### src/design/slm_params.svh
`ifndef SLM_PARAMS_SVH
`define SLM_PARAMS_SVH

// register byte offsets on the apb window
`define SLM_OFF_CTRL 12'h000
`define SLM_OFF_LIMIT_DELAY 12'h004
`define SLM_OFF_MODOFF_DELAY 12'h008
`define SLM_OFF_ZERO_DELAY 12'h00C
`define SLM_OFF_TRIP_LIMIT 12'h010
`define SLM_OFF_SPEED_LIMIT 12'h014
`define SLM_OFF_STATUS 12'h018
`define SLM_OFF_IRQ_STATUS 12'h01C
`define SLM_OFF_IRQ_MASK 12'h020
`define SLM_OFF_HELD_SPEED 12'h024

// control register fields
`define SLM_CTRL_REQ_BIT 0
`define SLM_CTRL_SEL_LSB 1
`define SLM_CTRL_SEL_MSB 2

// modloss_reaction_select codes
`define SLM_SEL_MODOFF_DELAY 2'h0
`define SLM_SEL_MONITOR_ACTIVE 2'h1
`define SLM_SEL_DISABLED 2'h2

// interrupt event bit positions
`define SLM_IRQ_MONITOR_BIT 0
`define SLM_IRQ_ESTOP_BIT 1
`define SLM_IRQ_TORQUE_OFF_BIT 2
`define SLM_IRQ_MODLOSS_BIT 3
`define SLM_IRQ_WIDTH 4

// reset values
`define SLM_RST_CTRL 3'h0
`define SLM_RST_DELAY 32'h0000_0100
`define SLM_RST_TRIP 32'h0000_0400
`define SLM_RST_LIMIT 32'h0000_0300
`define SLM_RST_MASK 4'h0

`endif

### src/design/slm_pkg.sv
package slm_pkg;

  // supervisor sequence states
  typedef enum logic [2:0] {
    ST_IDLE,
    ST_RAMP,
    ST_MONITOR,
    ST_ESTOP,
    ST_TORQUE_OFF
  } slm_state_e;

  // filtered drive status pins, one bit each
  typedef logic [3:0] slm_pins_t;

endpackage : slm_pkg

### src/design/slm_monitor.sv
// What this block does
// - request above trip loads limit delay counter
// - fault, power loss, coast stop mean modulation lost
// - reaction chosen from three configured choices
// - modoff mode starts modoff delay on loss
// - modoff mode, return: monitor below monitoring limit
// - monitoring starts at latest on limit delay expiry
// - midway speed starts monitoring and sets indication
// - monitor and disabled modes start zero-speed timer
// - monitor mode freezes last valid speed estimate
// - held speed above trip at expiry: emergency stop
// - after early return, above trip at expiry: stop
// - no return: indication only after zero-speed timer
// - disabled mode torques off on loss only during an emergency stop
// - modoff expiry without return: torque off, indicate
// - disabled mode return resumes ramp monitoring
//
// The APB slave port and the register offsets were decided locally.
`timescale 1ns/1ps
`default_nettype none

`include "slm_params.svh"

module slm_monitor #(
  parameter int SW = 16, // speed word width
  parameter int TW = 16  // delay counter width
) (
  // clock, reset, enable
  input wire logic pclk,
  input wire logic presetn,
  input wire logic ce,
  // apb slave
  input wire logic psel,
  input wire logic penable,
  input wire logic pwrite,
  input wire logic [11:0] paddr,
  input wire logic [31:0] pwdata,
  output logic [31:0] prdata,
  output logic pready,
  output logic pslverr,
  // drive status pins, asynchronous
  input wire logic modulation_on,
  input wire logic drive_fault,
  input wire logic power_loss,
  input wire logic coast_stop,
  // speed from drive control, same clock
  input wire logic [SW-1:0] motor_speed,
  // reactions and indications
  output logic limit_indication,
  output logic emergency_stop,
  output logic torque_off,
  output logic torque_off_indication,
  output logic ramp_monitor,
  output logic irq
);

  initial
  begin
    if (SW < 2 || SW > 32 || TW < 2 || TW > 32)
      $error("slm_monitor width out of range");
  end

  // midpoint of two speeds, widened so the sum cannot wrap
  function automatic logic [SW-1:0] midway(input logic [SW-1:0] a, input logic [SW-1:0] b);
    logic [SW:0] sum;
    sum = {1'b0, a} + {1'b0, b};
    midway = sum[SW:1];
  endfunction : midway

  // pin synchronisers: three stages, second and third must agree
  slm_pkg::slm_pins_t sync1; // first stage, read only by sync2
  slm_pkg::slm_pins_t sync2;
  slm_pkg::slm_pins_t sync3;
  slm_pkg::slm_pins_t pins; // filtered levels
  slm_pkg::slm_pins_t next_pins;

  always_comb
  begin
    for (int i = 0; i < 4; i++)
      next_pins[i] = (sync2[i] == sync3[i]) ? sync3[i] : pins[i];
  end

  // synchroniser registers; pins reset to modulation off
  always_ff @(posedge pclk or negedge presetn)
  begin
    if (!presetn)
    begin
      sync1 <= '0;
      sync2 <= '0;
      sync3 <= '0;
      pins <= '0;
    end
    else if (ce)
    begin
      sync1 <= {coast_stop, power_loss, drive_fault, modulation_on};
      sync2 <= sync1;
      sync3 <= sync2;
      pins <= next_pins;
    end
  end

  // any of these counts as lost modulation
  logic mod_lost;
  assign mod_lost = !pins[0] || pins[1] || pins[2] || pins[3];

  // software registers
  logic req; // limited_speed_function request
  logic [1:0] modloss_reaction_select;
  logic [TW-1:0] limit_time_delay;
  logic [TW-1:0] modulation_off_delay_time;
  logic [TW-1:0] time_to_zero_speed;
  logic [SW-1:0] trip_limit;
  logic [SW-1:0] speed_limit;
  logic [`SLM_IRQ_WIDTH-1:0] irq_status;
  logic [`SLM_IRQ_WIDTH-1:0] irq_mask;
  logic [`SLM_IRQ_WIDTH-1:0] events;
  logic next_req;
  logic [1:0] next_sel;
  logic [TW-1:0] next_limit_delay;
  logic [TW-1:0] next_modoff_delay;
  logic [TW-1:0] next_zero_delay;
  logic [SW-1:0] next_trip;
  logic [SW-1:0] next_limit;
  logic [`SLM_IRQ_WIDTH-1:0] next_irq_status;
  logic [`SLM_IRQ_WIDTH-1:0] next_irq_mask;
  logic next_irq;
  logic [31:0] next_prdata;
  logic next_pready;
  logic next_pslverr;
  logic wr_en; // write takes effect this edge
  logic rd_hit; // address maps to a register
  logic [31:0] rd_word;

  slm_pkg::slm_state_e state;
  slm_pkg::slm_state_e next_state;
  logic [SW-1:0] held_speed; // safe speed estimate

  // read mux and address decode
  always_comb
  begin
    rd_hit = 1'b1;
    rd_word = 32'h0000_0000;
    unique case (paddr)
      `SLM_OFF_CTRL: rd_word = {29'h0, modloss_reaction_select, req};
      `SLM_OFF_LIMIT_DELAY: rd_word = 32'(limit_time_delay);
      `SLM_OFF_MODOFF_DELAY: rd_word = 32'(modulation_off_delay_time);
      `SLM_OFF_ZERO_DELAY: rd_word = 32'(time_to_zero_speed);
      `SLM_OFF_TRIP_LIMIT: rd_word = 32'(trip_limit);
      `SLM_OFF_SPEED_LIMIT: rd_word = 32'(speed_limit);
      `SLM_OFF_STATUS: rd_word = {24'h0, mod_lost, 3'(state), ramp_monitor,
                                  torque_off, emergency_stop, limit_indication};
      `SLM_OFF_IRQ_STATUS: rd_word = 32'(irq_status);
      `SLM_OFF_IRQ_MASK: rd_word = 32'(irq_mask);
      `SLM_OFF_HELD_SPEED: rd_word = 32'(held_speed);
      default: rd_hit = 1'b0; // unmapped: zero data and an error
    endcase
  end

  // pready is registered, so every access phase lasts two cycles
  assign wr_en = psel && penable && pready && pwrite;

  always_comb
  begin
    next_pready = psel && penable && !pready;
    next_prdata = prdata;
    next_pslverr = 1'b0;
    if (psel && penable && !pready)
    begin
      next_prdata = pwrite ? 32'h0000_0000 : rd_word;
      next_pslverr = !rd_hit;
    end
    next_req = req;
    next_sel = modloss_reaction_select;
    next_limit_delay = limit_time_delay;
    next_modoff_delay = modulation_off_delay_time;
    next_zero_delay = time_to_zero_speed;
    next_trip = trip_limit;
    next_limit = speed_limit;
    next_irq_mask = irq_mask;
    next_irq_status = irq_status;
    if (wr_en)
    begin
      unique case (paddr)
        `SLM_OFF_CTRL:
        begin
          next_req = pwdata[`SLM_CTRL_REQ_BIT];
          next_sel = pwdata[`SLM_CTRL_SEL_MSB:`SLM_CTRL_SEL_LSB];
        end
        `SLM_OFF_LIMIT_DELAY: next_limit_delay = pwdata[TW-1:0];
        `SLM_OFF_MODOFF_DELAY: next_modoff_delay = pwdata[TW-1:0];
        `SLM_OFF_ZERO_DELAY: next_zero_delay = pwdata[TW-1:0];
        `SLM_OFF_TRIP_LIMIT: next_trip = pwdata[SW-1:0];
        `SLM_OFF_SPEED_LIMIT: next_limit = pwdata[SW-1:0];
        `SLM_OFF_IRQ_STATUS: next_irq_status = irq_status & ~pwdata[`SLM_IRQ_WIDTH-1:0];
        `SLM_OFF_IRQ_MASK: next_irq_mask = pwdata[`SLM_IRQ_WIDTH-1:0];
        default: next_req = req; // read-only or unmapped: no effect
      endcase
    end
    // a new event wins over a clear in the same cycle
    next_irq_status = next_irq_status | events;
    next_irq = |(next_irq_status & next_irq_mask);
  end

  // bus and register flip-flops
  always_ff @(posedge pclk or negedge presetn)
  begin
    if (!presetn)
    begin
      prdata <= 32'h0000_0000;
      pready <= 1'b0;
      pslverr <= 1'b0;
      {modloss_reaction_select, req} <= `SLM_RST_CTRL;
      limit_time_delay <= TW'(`SLM_RST_DELAY);
      modulation_off_delay_time <= TW'(`SLM_RST_DELAY);
      time_to_zero_speed <= TW'(`SLM_RST_DELAY);
      trip_limit <= SW'(`SLM_RST_TRIP);
      speed_limit <= SW'(`SLM_RST_LIMIT);
      irq_status <= '0;
      irq_mask <= `SLM_RST_MASK;
      irq <= 1'b0;
    end
    else if (ce)
    begin
      prdata <= next_prdata;
      pready <= next_pready;
      pslverr <= next_pslverr;
      req <= next_req;
      modloss_reaction_select <= next_sel;
      limit_time_delay <= next_limit_delay;
      modulation_off_delay_time <= next_modoff_delay;
      time_to_zero_speed <= next_zero_delay;
      trip_limit <= next_trip;
      speed_limit <= next_limit;
      irq_status <= next_irq_status;
      irq_mask <= next_irq_mask;
      irq <= next_irq;
    end
  end

  // mode decode; the unused code behaves as disabled, the safe side of no stop
  logic sel_modoff;
  logic sel_monitor;
  logic sel_disabled;
  assign sel_modoff = (modloss_reaction_select == `SLM_SEL_MODOFF_DELAY);
  assign sel_monitor = (modloss_reaction_select == `SLM_SEL_MONITOR_ACTIVE);
  assign sel_disabled = !sel_modoff && !sel_monitor;

  // sequence state and derived triggers
  logic req_q; // request one cycle back
  logic lost_q; // loss one cycle back
  logic req_rise;
  logic lost_rise;
  logic above_trip;
  logic at_midway;
  logic limit_load;
  logic modoff_load;
  logic zero_load;
  logic limit_done;
  logic modoff_done;
  logic zero_done;
  logic [SW-1:0] next_held;
  logic next_indication;
  logic next_estop;
  logic next_torque_off;
  logic next_ramp_monitor;

  assign req_rise = req && !req_q;
  assign lost_rise = mod_lost && !lost_q;
  assign above_trip = held_speed > trip_limit;
  assign at_midway = held_speed <= midway(speed_limit, trip_limit);

  // the limit counter runs only for a request that arrives above the trip limit
  assign limit_load = (state == slm_pkg::ST_IDLE) && req_rise && above_trip;
  assign modoff_load = (state == slm_pkg::ST_RAMP) && lost_rise && sel_modoff;
  // also run in modoff mode, since the indication there waits on it too
  assign zero_load = (state == slm_pkg::ST_RAMP) && lost_rise;

  slm_timer #(.TW(TW)) u_limit_timer (
    .pclk(pclk),
    .presetn(presetn),
    .ce(ce),
    .load(limit_load),
    .clear(!req),
    .value(limit_time_delay),
    .running(),
    .done(limit_done)
  );

  slm_timer #(.TW(TW)) u_modoff_timer (
    .pclk(pclk),
    .presetn(presetn),
    .ce(ce),
    .load(modoff_load),
    .clear(!req || !mod_lost),
    .value(modulation_off_delay_time),
    .running(),
    .done(modoff_done)
  );

  slm_timer #(.TW(TW)) u_zero_timer (
    .pclk(pclk),
    .presetn(presetn),
    .ce(ce),
    .load(zero_load),
    .clear(!req || !mod_lost),
    .value(time_to_zero_speed),
    .running(),
    .done(zero_done)
  );

  // sequence decisions
  always_comb
  begin
    next_state = state;
    // estimate follows the drive except when frozen by a loss in monitoring mode
    next_held = (mod_lost && sel_monitor) ? held_speed : motor_speed;
    events = '0;
    unique case (state)
      slm_pkg::ST_IDLE:
      begin
        if (req_rise)
          next_state = above_trip ? slm_pkg::ST_RAMP : slm_pkg::ST_MONITOR;
      end
      slm_pkg::ST_RAMP:
      begin
        if (mod_lost)
        begin
          if (sel_modoff && modoff_done)
            next_state = slm_pkg::ST_TORQUE_OFF;
          else if (sel_monitor && limit_done && above_trip)
            next_state = slm_pkg::ST_ESTOP;
          else if (!sel_modoff && zero_done)
            next_state = slm_pkg::ST_MONITOR;
        end
        else if (limit_done && above_trip)
          next_state = slm_pkg::ST_ESTOP;
        else if (at_midway || limit_done)
          next_state = slm_pkg::ST_MONITOR;
      end
      slm_pkg::ST_MONITOR:
      begin
        // a trip limit hit on a live estimate stops the drive
        if (above_trip && !mod_lost)
          next_state = slm_pkg::ST_ESTOP;
      end
      slm_pkg::ST_ESTOP,
      slm_pkg::ST_TORQUE_OFF:
      begin
        next_state = state; // latched until the request is withdrawn
      end
    endcase
    if (!req)
      next_state = slm_pkg::ST_IDLE;
    next_indication = (next_state == slm_pkg::ST_MONITOR) ||
                      ((next_state == slm_pkg::ST_TORQUE_OFF) && zero_done);
    next_estop = (next_state == slm_pkg::ST_ESTOP);
    // torque-off comes from a modoff expiry or from the emergency stop on a coasting drive
    next_torque_off = (next_state == slm_pkg::ST_TORQUE_OFF) ||
                      (next_estop && mod_lost);
    // ramp supervision pauses while disabled mode waits on a loss
    next_ramp_monitor = (next_state == slm_pkg::ST_RAMP) &&
                        !(mod_lost && sel_disabled);
    events[`SLM_IRQ_MONITOR_BIT] = next_indication && !limit_indication;
    events[`SLM_IRQ_ESTOP_BIT] = next_estop && !emergency_stop;
    events[`SLM_IRQ_TORQUE_OFF_BIT] = next_torque_off && !torque_off;
    events[`SLM_IRQ_MODLOSS_BIT] = lost_rise && (state == slm_pkg::ST_RAMP);
  end

  // sequence flip-flops
  always_ff @(posedge pclk or negedge presetn)
  begin
    if (!presetn)
    begin
      state <= slm_pkg::ST_IDLE;
      req_q <= 1'b0;
      lost_q <= 1'b0;
      held_speed <= '0;
      limit_indication <= 1'b0;
      emergency_stop <= 1'b0;
      torque_off <= 1'b0;
      torque_off_indication <= 1'b0;
      ramp_monitor <= 1'b0;
    end
    else if (ce)
    begin
      state <= next_state;
      req_q <= req;
      lost_q <= mod_lost;
      held_speed <= next_held;
      limit_indication <= next_indication;
      emergency_stop <= next_estop;
      torque_off <= next_torque_off;
      torque_off_indication <= next_torque_off;
      ramp_monitor <= next_ramp_monitor;
    end
  end

  a_limit_start: assert property (@(posedge pclk) disable iff (!presetn)
    ce && state == slm_pkg::ST_IDLE && req && !req_q && above_trip
    |=> state == slm_pkg::ST_RAMP && !limit_done)
    else $error("request above trip did not enter ramp");

  a_loss_decode: assert property (@(posedge pclk) disable iff (!presetn)
    ce && ((sync2 & sync3 & 4'b1110) != '0 || !(sync2[0] || sync3[0])) |=> mod_lost)
    else $error("fault, power loss or coast stop not taken as loss");

  a_modoff_start: assert property (@(posedge pclk) disable iff (!presetn)
    ce && modoff_load && modulation_off_delay_time > 1 |=> u_modoff_timer.running)
    else $error("modoff delay not started");

  a_return_mon: assert property (@(posedge pclk) disable iff (!presetn)
    ce && req && state == slm_pkg::ST_RAMP && !mod_lost && at_midway && !limit_done
    |=> state == slm_pkg::ST_MONITOR ##0 limit_indication)
    else $error("monitoring not started below monitoring limit");

  a_limit_expiry: assert property (@(posedge pclk) disable iff (!presetn)
    ce && req && state == slm_pkg::ST_RAMP && !mod_lost && limit_done && !above_trip
    |=> state == slm_pkg::ST_MONITOR)
    else $error("monitoring not started at limit delay expiry");

  a_held_frozen: assert property (@(posedge pclk) disable iff (!presetn)
    ce && mod_lost && sel_monitor |=> $stable(held_speed))
    else $error("speed estimate moved while frozen");

  a_estop_held: assert property (@(posedge pclk) disable iff (!presetn)
    ce && req && state == slm_pkg::ST_RAMP && limit_done && above_trip
    && (sel_monitor || !mod_lost) |=> emergency_stop)
    else $error("no emergency stop above trip at limit expiry");

  a_ind_wait: assert property (@(posedge pclk) disable iff (!presetn)
    ce && state == slm_pkg::ST_RAMP && mod_lost && !sel_modoff && !zero_done
    |=> !limit_indication)
    else $error("indication before zero-speed timer expired");

  a_no_torque: assert property (@(posedge pclk) disable iff (!presetn)
    ce && sel_disabled && !emergency_stop && !torque_off |=> !torque_off)
    else $error("torque off in disabled mode");

  a_modoff_trip: assert property (@(posedge pclk) disable iff (!presetn)
    ce && req && state == slm_pkg::ST_RAMP && mod_lost && sel_modoff && modoff_done
    |=> torque_off && torque_off_indication)
    else $error("no torque off at modoff expiry");

  a_ramp_resume: assert property (@(posedge pclk) disable iff (!presetn)
    ce && state == slm_pkg::ST_RAMP && sel_disabled && mod_lost ##1
    ce && state == slm_pkg::ST_RAMP && !mod_lost && next_state == slm_pkg::ST_RAMP
    |=> ramp_monitor)
    else $error("ramp monitoring not resumed after return");

endmodule : slm_monitor

`default_nettype wire

### src/design/slm_timer.sv
`timescale 1ns/1ps
`default_nettype none

// down counter that flags expiry and keeps the flag until reloaded or cleared
module slm_timer #(
  parameter int TW = 16
) (
  // clock and reset
  input wire logic pclk,
  input wire logic presetn,
  input wire logic ce,
  // control
  input wire logic load,
  input wire logic clear,
  input wire logic [TW-1:0] value,
  // state
  output logic running,
  output logic done
);

  logic [TW-1:0] count; // cycles left
  logic [TW-1:0] next_count;
  logic next_done;

  initial
  begin
    if (TW < 2 || TW > 32)
      $error("slm_timer width out of range");
  end

  // load wins over clear; a zero value expires on the next edge
  always_comb
  begin
    next_count = count;
    next_done = done;
    if (load)
    begin
      next_count = value;
      next_done = (value == '0);
    end
    else if (clear)
    begin
      next_count = '0;
      next_done = 1'b0;
    end
    else if (count != '0)
    begin
      next_count = count - TW'(1);
      next_done = (count == {{(TW-1){1'b0}}, 1'b1});
    end
  end

  // registers frozen while the clock enable is low
  always_ff @(posedge pclk or negedge presetn)
  begin
    if (!presetn)
    begin
      count <= '0;
      done <= 1'b0;
    end
    else if (ce)
    begin
      count <= next_count;
      done <= next_done;
    end
  end

  assign running = (count != '0);

  a_timer_expiry: assert property (@(posedge pclk) disable iff (!presetn)
    ce && !load && !clear && count == {{(TW-1){1'b0}}, 1'b1} |=> done)
    else $error("timer did not expire at terminal count");

endmodule : slm_timer

`default_nettype wire

### config.mk
export PLATFORM = sky130hd
export DESIGN_NAME = slm_monitor
export DESIGN_NICKNAME = d
export VERILOG_FILES = /design/src/design/slm_pkg.sv /design/src/design/slm_monitor.sv /design/src/design/slm_timer.sv
export VERILOG_INCLUDE_DIRS = /design/src /design/src/design
export SDC_FILE = /design/constraint.sdc
export NUM_CORES = 1
export LEC_CHECK = 0
export ABC_AREA = 1
export BUFFER_PORTS_ARGS = -buffer_cell sky130_fd_sc_hd__buf_2
export CAP_MARGIN = 20
export CORE_ASPECT_RATIO = 2
export CORE_MARGIN = 4
export CORE_UTILIZATION = 46
export CTS_BUF_LIST = sky130_fd_sc_hd__clkbuf_8 sky130_fd_sc_hd__clkbuf_16
export DETAILED_ROUTE_END_ITERATION = 8
export GPL_ROUTABILITY_DRIVEN = 0
export PLACE_DENSITY = 0.71
export REMOVE_ABC_BUFFERS = 1
export SLEW_MARGIN = 10
export SYNTH_ARGS = -nofsm -noshare
export SYNTH_HDL_FRONTEND = slang
export SYNTH_HIERARCHICAL = 1
export SYNTH_SLANG_ARGS = --single-unit
### constraint.sdc
create_clock -name pclk -period 6.84 [get_ports pclk]
set_clock_uncertainty 0.2 [all_clocks]
set_input_delay 0.342 -clock pclk [delete_from_list [all_inputs] [get_ports pclk]]
set_output_delay 0.342 -clock pclk [all_outputs]
set_load 0.01 [all_outputs]
-- Word-level counts from Yosys, hierarchy flattened
Index checks and enable logic that the tools add are counted.
- flip-flop bits (word level): 218
- logic and storage cells: 182
- bits of input ports: 70
- output and inout bits: 40
- equal/unequal tests: 26
- multiplexer cells: 37
- bitwise logic cells: 5
- reduce and logical (&&, ||, !) cells: 74
- magnitude comparators: 2
- add/subtract/negate cells: 4
- operators by type and width (operator ; count):
    case mux 16 bit (10 select lines) ; 1
    2-to-1 mux 16 bit ; 9
    equality test 12 x 5 -> 1 bit (second input constant) ; 4
    equality test 16 x 1 -> 1 bit (second input constant) ; 3
    logical NOT 16 bit ; 3
    nonzero test 16 bit ; 3
    subtractor 16 x 1 -> 16 bit (second input constant) ; 3
    2-to-1 mux 32 bit ; 1
    2-to-1 mux 3 bit ; 9
    logical AND 1 bit ; 25
    equality test 12 x 4 -> 1 bit (second input constant) ; 2
    equality test 12 x 6 -> 1 bit (second input constant) ; 2
    AND reduction 2 bit ; 9
    AND reduction 3 bit ; 6
    adder 16 x 16 -> 17 bit ; 1
    > comparator 16 bit ; 1
    <= comparator 16 bit ; 1
    2-to-1 mux 4 bit ; 4
    logical NOT 1 bit ; 13
    equality test 12 x 3 -> 1 bit (second input constant) ; 1
    equality test 3 x 2 -> 1 bit (second input constant) ; 4
    logical NOT 12 bit ; 1
    case mux 3 bit (4 select lines) ; 1
    2-to-1 mux 1 bit ; 11
    other kinds (17) ; 30

-- Logic depth before layout (Yosys ltp)
Gate-level depths: netlist of the first run.
- depth in word-level cells: 16
- depth in mapped cells: 35
- mapped depth without buffers: 35

-- By module
The synthesis of the first run kept the hierarchy.
- by module, submodules not included (module ; seq. area each (sq um) ; cells each ; times used ; area each (sq um)):
    slm_monitor ; 3786.1 ; 1040 ; 1 ; 8488.1
    slm_timer at u_limit_timer ... ; 425.4 ; 216 ; 2 ; 1372.6
    slm_timer at u_zero_timer ; 425.4 ; 217 ; 1 ; 1348.8

-- Least setup slack after synthesis of the first run
No wires, ideal clock.
- path type: reg-to-reg
- start point: register trip_limit[0]
- end point: register irq
- arrival time: 3.641 ns
- setup slack: 2.928 ns
- cell stages (with the launch flop): 33
- data required time: 6.569 ns
- library setup time: 0.071 ns
- buffers on the path: 0
- period minus slack after synthesis: 3.912 ns
- path through: dfrtp_1 nand2_1 inv_1 fa_1 nand3_1 nand2_1 nand2_1 nand2_1 a21oi_1 o21ai_0 a21oi_1 o21bai_1 a21oi_1 o21ai_0 xnor2_1 ha_1 a21oi_1 nand2_1 a21oi_1 nand2_1 nand3_1 nand3_1 nand2_1 inv_1 nand2_1 nand2_1 nand2_1 nand3_1 nand2_2 nand2_2 a21oi_2 nor2_1 nor2_1
- longest elaborated chain between the ends: 15
- elaborated cells between the ends (all ways): 30
- classes of those cells: add/sub (1); order compare (2); eq/ne (3); mux (10); bitwise (2); reduce/logical (12)
- ends and longest elaborated chain (element ; line ; RTL):
    start: declaration ; slm_monitor.sv:112 ; logic [SW-1:0] trip_limit;
    start signal: assignment ; slm_monitor.sv:216 ; trip_limit <= SW'(`SLM_RST_TRIP);
    start signal: assignment ; slm_monitor.sv:232 ; trip_limit <= next_trip;
    adder 16 x 16 -> 17 bit ; slm_monitor.sv:66 ; sum = {1'b0, a} + {1'b0, b};
    <= comparator 16 bit ; slm_monitor.sv:270 ; assign at_midway = held_speed <= midway(speed_limit, trip_limit);
    logical OR 1 bit ; slm_monitor.sv:337 ; else if (at_midway || limit_done)
    2-to-1 mux 3 bit ; slm_monitor.sv:337 ;
    2-to-1 mux 3 bit ; slm_monitor.sv:335 ; else if (limit_done && above_trip)
    2-to-1 mux 3 bit ; slm_monitor.sv:326 ; if (mod_lost)
    case mux 3 bit (4 select lines) (*) ; slm_monitor.sv:318 ; unique case (state)
    2-to-1 mux 3 bit (*) ; slm_monitor.sv:352 ; if (!req)
    equality test 3 bit or equality test 3 x 2 -> 1 bit (tied branches) ; slm_monitor.sv:355, slm_monitor.sv:358, slm_monitor.sv:356 ;
    logical AND 1 bit, on equally long branches ; slm_monitor.sv:355, slm_monitor.sv:359 ;
    logical OR 1 bit, on equally long branches ; slm_monitor.sv:354, slm_monitor.sv:358 ;
    logical AND 1 bit, on equally long branches ; slm_monitor.sv:363, slm_monitor.sv:365 ;
    OR 4 bit (*) ; slm_monitor.sv:200 ; next_irq_status = next_irq_status | events;
    bitwise AND 4 bit (*) ; slm_monitor.sv:201 ; next_irq = |(next_irq_status & next_irq_mask);
    OR reduction 4 bit (*) ; slm_monitor.sv:201 ;
    end signal: assignment ; slm_monitor.sv:236 ; irq <= next_irq;
    end: declaration ; slm_monitor.sv:54 ; output logic irq
Every way passes the cells marked *; elsewhere a longest branch is shown, timed or not.
A chain may end at the register's enable or synchronous reset.

-- Worst setup path in the final report of the first run
Ends and elaborated chain as after synthesis.

==> summary.md, run 1 <==
| Metric | Value |
|---|---|
| Outcome | `finished clean` |
| Layout area overhead | `12.5%` |
| Initial DRC count | `767` |
| Max-slew headroom | `0.289` |
| M3 GR Usage | `0.0252` |
| Final net count | `1896` |
| Max-cap violations | `0` |
| Lkg Pwr | `6.89 nW` |
| Total Power | `0.00271 W` |
| All-layer global routing usage | `0.251` |
| Clock net sink count | `202` |
| Final period utilization | `0.696` |
| Share of cells above drive strength 1 | `0.115` |
| Initial antenna violation count | `0` |
| Die area | `30200 um^2` |
| Min Tclk post-route | `4.76 ns` |
| Vias in the first global route | `11500` |
| Core area | `26900 um^2` |
| Synthesized area | `12600 um^2` |
| Final Instance Area | `14100 um^2` |
| Vias | `11700` |
| Final Hold Fails | `0` |
| Vias per cell | `5.49` |
| Top cell by count, worst path | `nand2_1` |
| Setup TNS | `0 ns` |
| Peak supply drop | `0.168 mV` |
| CP arrival | `5.02 ns` |
| CTS Hold Bufs | `22` |
| Sequential Area | `5060 um^2` |
| Num CTS Buffers | `20` |
| M1 GR Usage | `0.255` |
| Mean post-synth cell area | `7.46 um^2` |
| Rows | `85` |
| DR WL/cell | `18.1 um` |
| Multi-input logic area | `6480 um^2` |
| CP Capture Type | `register` |
| Drt pass-1 iters | `6` |
| Post-CTS Setup Bufs | `0` |
| Hpwl dp | `28.8 mm` |
| RSZ-0062 raised after global routing | `false` |
| Worst skew pair latency | `0.52 ns` |
| Crit-path max FO | `5` |
| Critical Path Start Type | `register` |
| Largest net degree at the start of global routing | `110` |
| Die Y | `242 um` |
| Power density cells | `192 nW/um^2` |
| Worst-Margin Slew | `1.07 ns` |
| Initial Utilization | `0.467` |
| Final WS setup | `2.08 ns` |
| Top achievable clock speed | `210 MHz` |
| Max stage delay on crit path | `0.41 ns` |
| Port buffer count | `77` |
| Synthesis warning total | `6` |
| Post-DP Area | `13200 um^2` |
| Cell count after synthesis | `1686` |
| Total wire length | `38.5 mm` |
| Critical Path RT | `7.09 ns` |
| Kind of critical path | `reg2reg` |
| Grt peak-use layer | `met2` |
| Setup-failing EPs final | `0` |
| Max Buffers Root-to-Sink | `3` |
| Post_cts resized | `0` |
| DRC violations left | `0` |
| HP Class | `in2reg` |
| ANT nets after route | `0` |
| Clock slew at reported path FFs | `0.07 ns` |
| Pre-CTS setup slack | `2.19 ns` |
| Grt ovf | `0` |
| Max-slew violations | `0` |
| Root Driver | `clkbuf_16` |
| CTS tree | `built` |
| Met2 usage | `0.456` |
| I/O pin cnt | `110` |
| DIE WIDTH | `125 um` |
| Critical-path top delay cell | `dfrtp_1` |
| Inserted Diodes | `0` |
| H-tree levels | `1` |
| First-pass GRT wire length | `60.6 mm` |
| Fill cells | `2574` |
[per-layer routing]
layer  share of wire  wire [um]  vias to the layer above
met4           0.099       3800                        0
met3           0.040       1550                      152
met1            0.35      13300                     5508
met2            0.52      19900                      398
li1                -          -                     5649
met5               0          0                        -
[cells in the final DEF (no fill, tap or decap), types with 4 or more instances in the layout]
cell type / n
nor2_2: 9
bufinv_16: 4
a221oi_1: 17
o21ai_2: 8
dfrtp_1: 196
nor3_1: 9
nor2_1: 181
mux2_2: 4
conb_1: 16
o21bai_1: 9
a21o_1: 5
o21ai_1: 13
o21ai_0: 178
nand3b_1: 6
dlygate4sd3_1: 22
a21oi_2: 5
nand4_1: 13
nand2_1: 471
clkbuf_16: 21
buf_4: 11
nand3_1: 73
nand2_2: 12
xor2_1: 6
o31ai_1: 14
nor3_2: 8
clkinv_1: 4
a21oi_1: 67
nor2_4: 6
nand2_4: 5
inv_1: 188
ha_1: 53
xnor2_1: 7
buf_2: 76
o22ai_1: 7
dfstp_2: 6
[critical path, delay by kind of cell, from the launching register on]
kind / cells / cell delay, ns
AND/OR/NAND/NOR: 18 / 1.65
AO/OA/AOI/OAI: 9 / 1.46
adder cells (fa/ha/maj): 2 / 0.71
flip-flops: 1 / 0.41
XOR/XNOR: 1 / 0.15
buffers and inverters: 2 / 0.10
[final cells by class]
cell class	instances	area share
multi-input cells	1244	0.458
flip-flops and latches	202	0.358
repair buffers	113	0.0524
inverters	191	0.0512
clock buffers	22	0.0381
well taps	348	0.0308
clock inverters	14	0.0118
[power breakdown]
part / internal [W] / switching (W) / total, W
clock: 0.000718 / 0.000491 / 0.00121
combinational: 0.0000802 / 0.000164 / 0.000244
sequential: 0.00123 / 0.0000326 / 0.00126
total: 0.00203 / 0.000688 / 0.00271
[metrics by stage]
step | cells | hold WS [ns] | util
after floorplan | 1637 | -0.154 | -
after global placement | 2072 | 0.256 | 0.489
after detailed placement | 2072 | 0.260 | 0.489
after CTS | 2130 | 0.00816 | 0.524
after global routing | 2134 | 0.0396 | 0.526
final | 2134 | 0.0178 | 0.526
[final timing paths]
path / start / end / slack [ns] / depth (start not counted)
min: pwdata[5] / trip_limit[5]$_DFFE_PN0P_ / 0.02 / 3
max reg2reg: trip_limit[0]$_DFFE_PN0P_ / irq$_DFFE_PN0P_ / 2.08 / 32
max in group asynchronous: presetn / trip_limit[3]$_DFFE_PN0P_ / 4.77 / 3
max: trip_limit[0]$_DFFE_PN0P_ / irq$_DFFE_PN0P_ / 2.08 / 32
min reg2reg: sync1[3]$_DFFE_PN0P_ / sync1[3]$_DFFE_PN0P_ / 0.27 / 2
min in group asynchronous: presetn / u_modoff_timer/count[3]$_DFFE_PN0P_ / 0.31 / 2
Power figures use the tool's default switching activity.
==> run 2: changes to the inputs <==
Clock period 6.84 ns to 4.5 ns, I/O delays scaled along.
==> run 2 against run 1 <==
Net effect:
- sequential power rose by 52%
- first-iteration DRC count down 3.0%
- largest cell class unchanged
- non-clock buffer count grew 30
- routed wire length grew 2.4%
- setup slack got worse by 1.9 ns
- critical path depth shrank 1
- cell count grew 1.5%
- critical endpoint unchanged
- via count up 2.1%
- fmax increased by 9.1%
- largest power group unchanged
- core utilization up 1.4 points
- critical path type unchanged
==> summary.md, run 2 (synthesis results as in run 1) <==
| Metric | Value |
|---|---|
| Max Buffers Root-to-Sink | `3` |
| Post-Route M1 WL | `13.2 mm` |
| Die Y | `242 um` |
| Vias | `12000` |
| Critical Path Start Type | `register` |
| Grt ovf | `0` |
| ANT nets after route | `0` |
| Hpwl dp | `29.3 mm` |
| Clock slew at reported path FFs | `0.07 ns` |
| Power density cells | `283 nW/um^2` |
| Worst-Margin Slew | `1.07 ns` |
| DR WL met3 | `2.00 mm` |
| Outcome | `finished clean` |
| Peak supply drop | `0.232 mV` |
| Final Hold Fails | `0` |
| Critical Path RT | `4.72 ns` |
| CP arrival | `4.59 ns` |
| Placed instance count | `2077` |
| Min Tclk post-route | `4.37 ns` |
| Max stage delay on crit path | `0.41 ns` |
| DR WL/cell | `18.2 um` |
| Core area | `26900 um^2` |
| Vias in the first global route | `11900` |
| H-tree levels | `1` |
| Die area | `30200 um^2` |
| Drt pass-1 iters | `7` |
| Setup-failing EPs final | `0` |
| Layout area overhead | `15.5%` |
| Top cell by count, worst path | `nand2_1` |
| All-layer global routing usage | `0.256` |
| Kind of critical path | `reg2reg` |
| Max-cap violations | `0` |
| Initial antenna violation count | `0` |
| Root Driver | `clkbuf_16` |
| RSZ-0062 raised after global routing | `true` |
| HP Class | `in2reg` |
| Num CTS Buffers | `21` |
| Routed wl met2 | `20.2 mm` |
| Rows | `85` |
| Top Layer Used | `met4` |
| DIE WIDTH | `125 um` |
| First-pass GRT wire length | `62.0 mm` |
| Port buffer count | `77` |
| Share of cells above drive strength 1 | `0.136` |
| Total wire length | `39.5 mm` |
| Commonest non-fill, non-tap cells in the layout | `nand2_1, dfrtp_1, inv_1` |
| Crit-path max FO | `4` |
| I/O pin cnt | `110` |
| Lkg Pwr | `7.02 nW` |
| Worst skew pair latency | `0.52 ns` |
| Max-slew headroom | `0.286` |
| Clock net sink count | `202` |
| CP Capture Type | `register` |
| CTS tree | `built` |
| Hold WS | `0.0946 ns` |
| Inserted Diodes | `0` |
| Largest net degree at the start of global routing | `111` |
| Initial DRC count | `744` |
| Critical-path top delay cell | `dfrtp_1` |
| Final period utilization | `0.970` |
| Post-Layout Cell Count | `2166` |
| DRC violations left | `0` |
| Most common library cell in the layout ignoring fill and taps | `nand2_1` |
| Final net count | `1927` |
| Max-slew violations | `0` |
| Top achievable clock speed | `229 MHz` |
| Initial Utilization | `0.467` |
| Vias per cell | `5.52` |
==> run 2: cell count changes in the layout (fill, tap and decap cells not counted), moves of 4 or more <==
cell           change
nand2_2            +6
nand3_1            -4
nand3_2            +4
inv_1              -4
dlygate4sd3_1     +18
buf_4             +14
nand2_1            -7
==> run 2: metal layers <==
metal | global-route usage | vias to the layer above
li1 | - | 5702
met4 | 0.222 | 0
met5 | 0 | -
met1 | 0.258 | 5670
met2 | 0.460 | 425
met3 | 0.0300 | 160
==> run 2: critical path: cells and delay by family (launching register included) <==
family          cells  cell delay, ns
simple gates       18            1.39
fa+ha+maj           2            0.75
buf+inv             1            0.07
xor+xnor            1            0.15
compound gates      9            1.31
flops               1            0.41
==> run 2: layout make-up <==
| cell class | instances | area [um^2] |
|---|---|---|
| Inverter | 191 | 724 |
| Multi-Input combinational cell | 1244 | 6590 |
| Clock buffer | 23 | 553 |
| Timing Repair Buffer | 143 | 1000 |
| Clock inverter | 15 | 148 |
| Tap cell | 348 | 435 |
| Fill cell | 2552 | 12400 |
| Sequential cell | 202 | 5060 |
==> run 2: report_power, final <==
part	switching (W)	internal [W]	total, W
Sequential	0.0000522	0.00187	0.00192
Clock	0.000785	0.00101	0.00180
Combinational	0.000257	0.000138	0.000396
Total	0.00110	0.00302	0.00411
==> run 2: timing repair <==
item	CTS	global route
endpoints found under the setup margin	0	9
resized for setup	0	31
hold buffers	40	0
setup buffers	0	11
endpoints found under the hold margin	202	0
==> run 2: worst paths after layout <==
kind | start | to | slack, ns | cells past startpoint
min in group asynchronous | presetn | u_modoff_timer/count[15]$_DFFE_PN0P_ | 0.13 | 2
min | ce | sync1[3]$_DFFE_PN0P_ | 0.09 | 5
max in group asynchronous | presetn | trip_limit[1]$_DFFE_PN0P_ | 2.84 | 3
max | trip_limit[0]$_DFFE_PN0P_ | irq$_DFFE_PN0P_ | 0.13 | 31
min reg2reg | sync1[3]$_DFFE_PN0P_ | sync1[3]$_DFFE_PN0P_ | 0.27 | 2
max reg2reg | trip_limit[0]$_DFFE_PN0P_ | irq$_DFFE_PN0P_ | 0.13 | 31
==> run 2: through the flow <==
stage                     TNS (ns)  utilization  setup WS (ns)  instance area [um^2]  power, W
after floorplan                  0            -          0.588                 12300   0.00213
after global placement           0        0.491          0.176                 13200   0.00230
after detailed placement         0        0.491         0.0686                 13200   0.00231
after CTS                        0        0.532         0.0525                 14300   0.00414
after global routing        -0.456        0.539         -0.169                 14500   0.00426
final                            0        0.539          0.133                 14500   0.00411
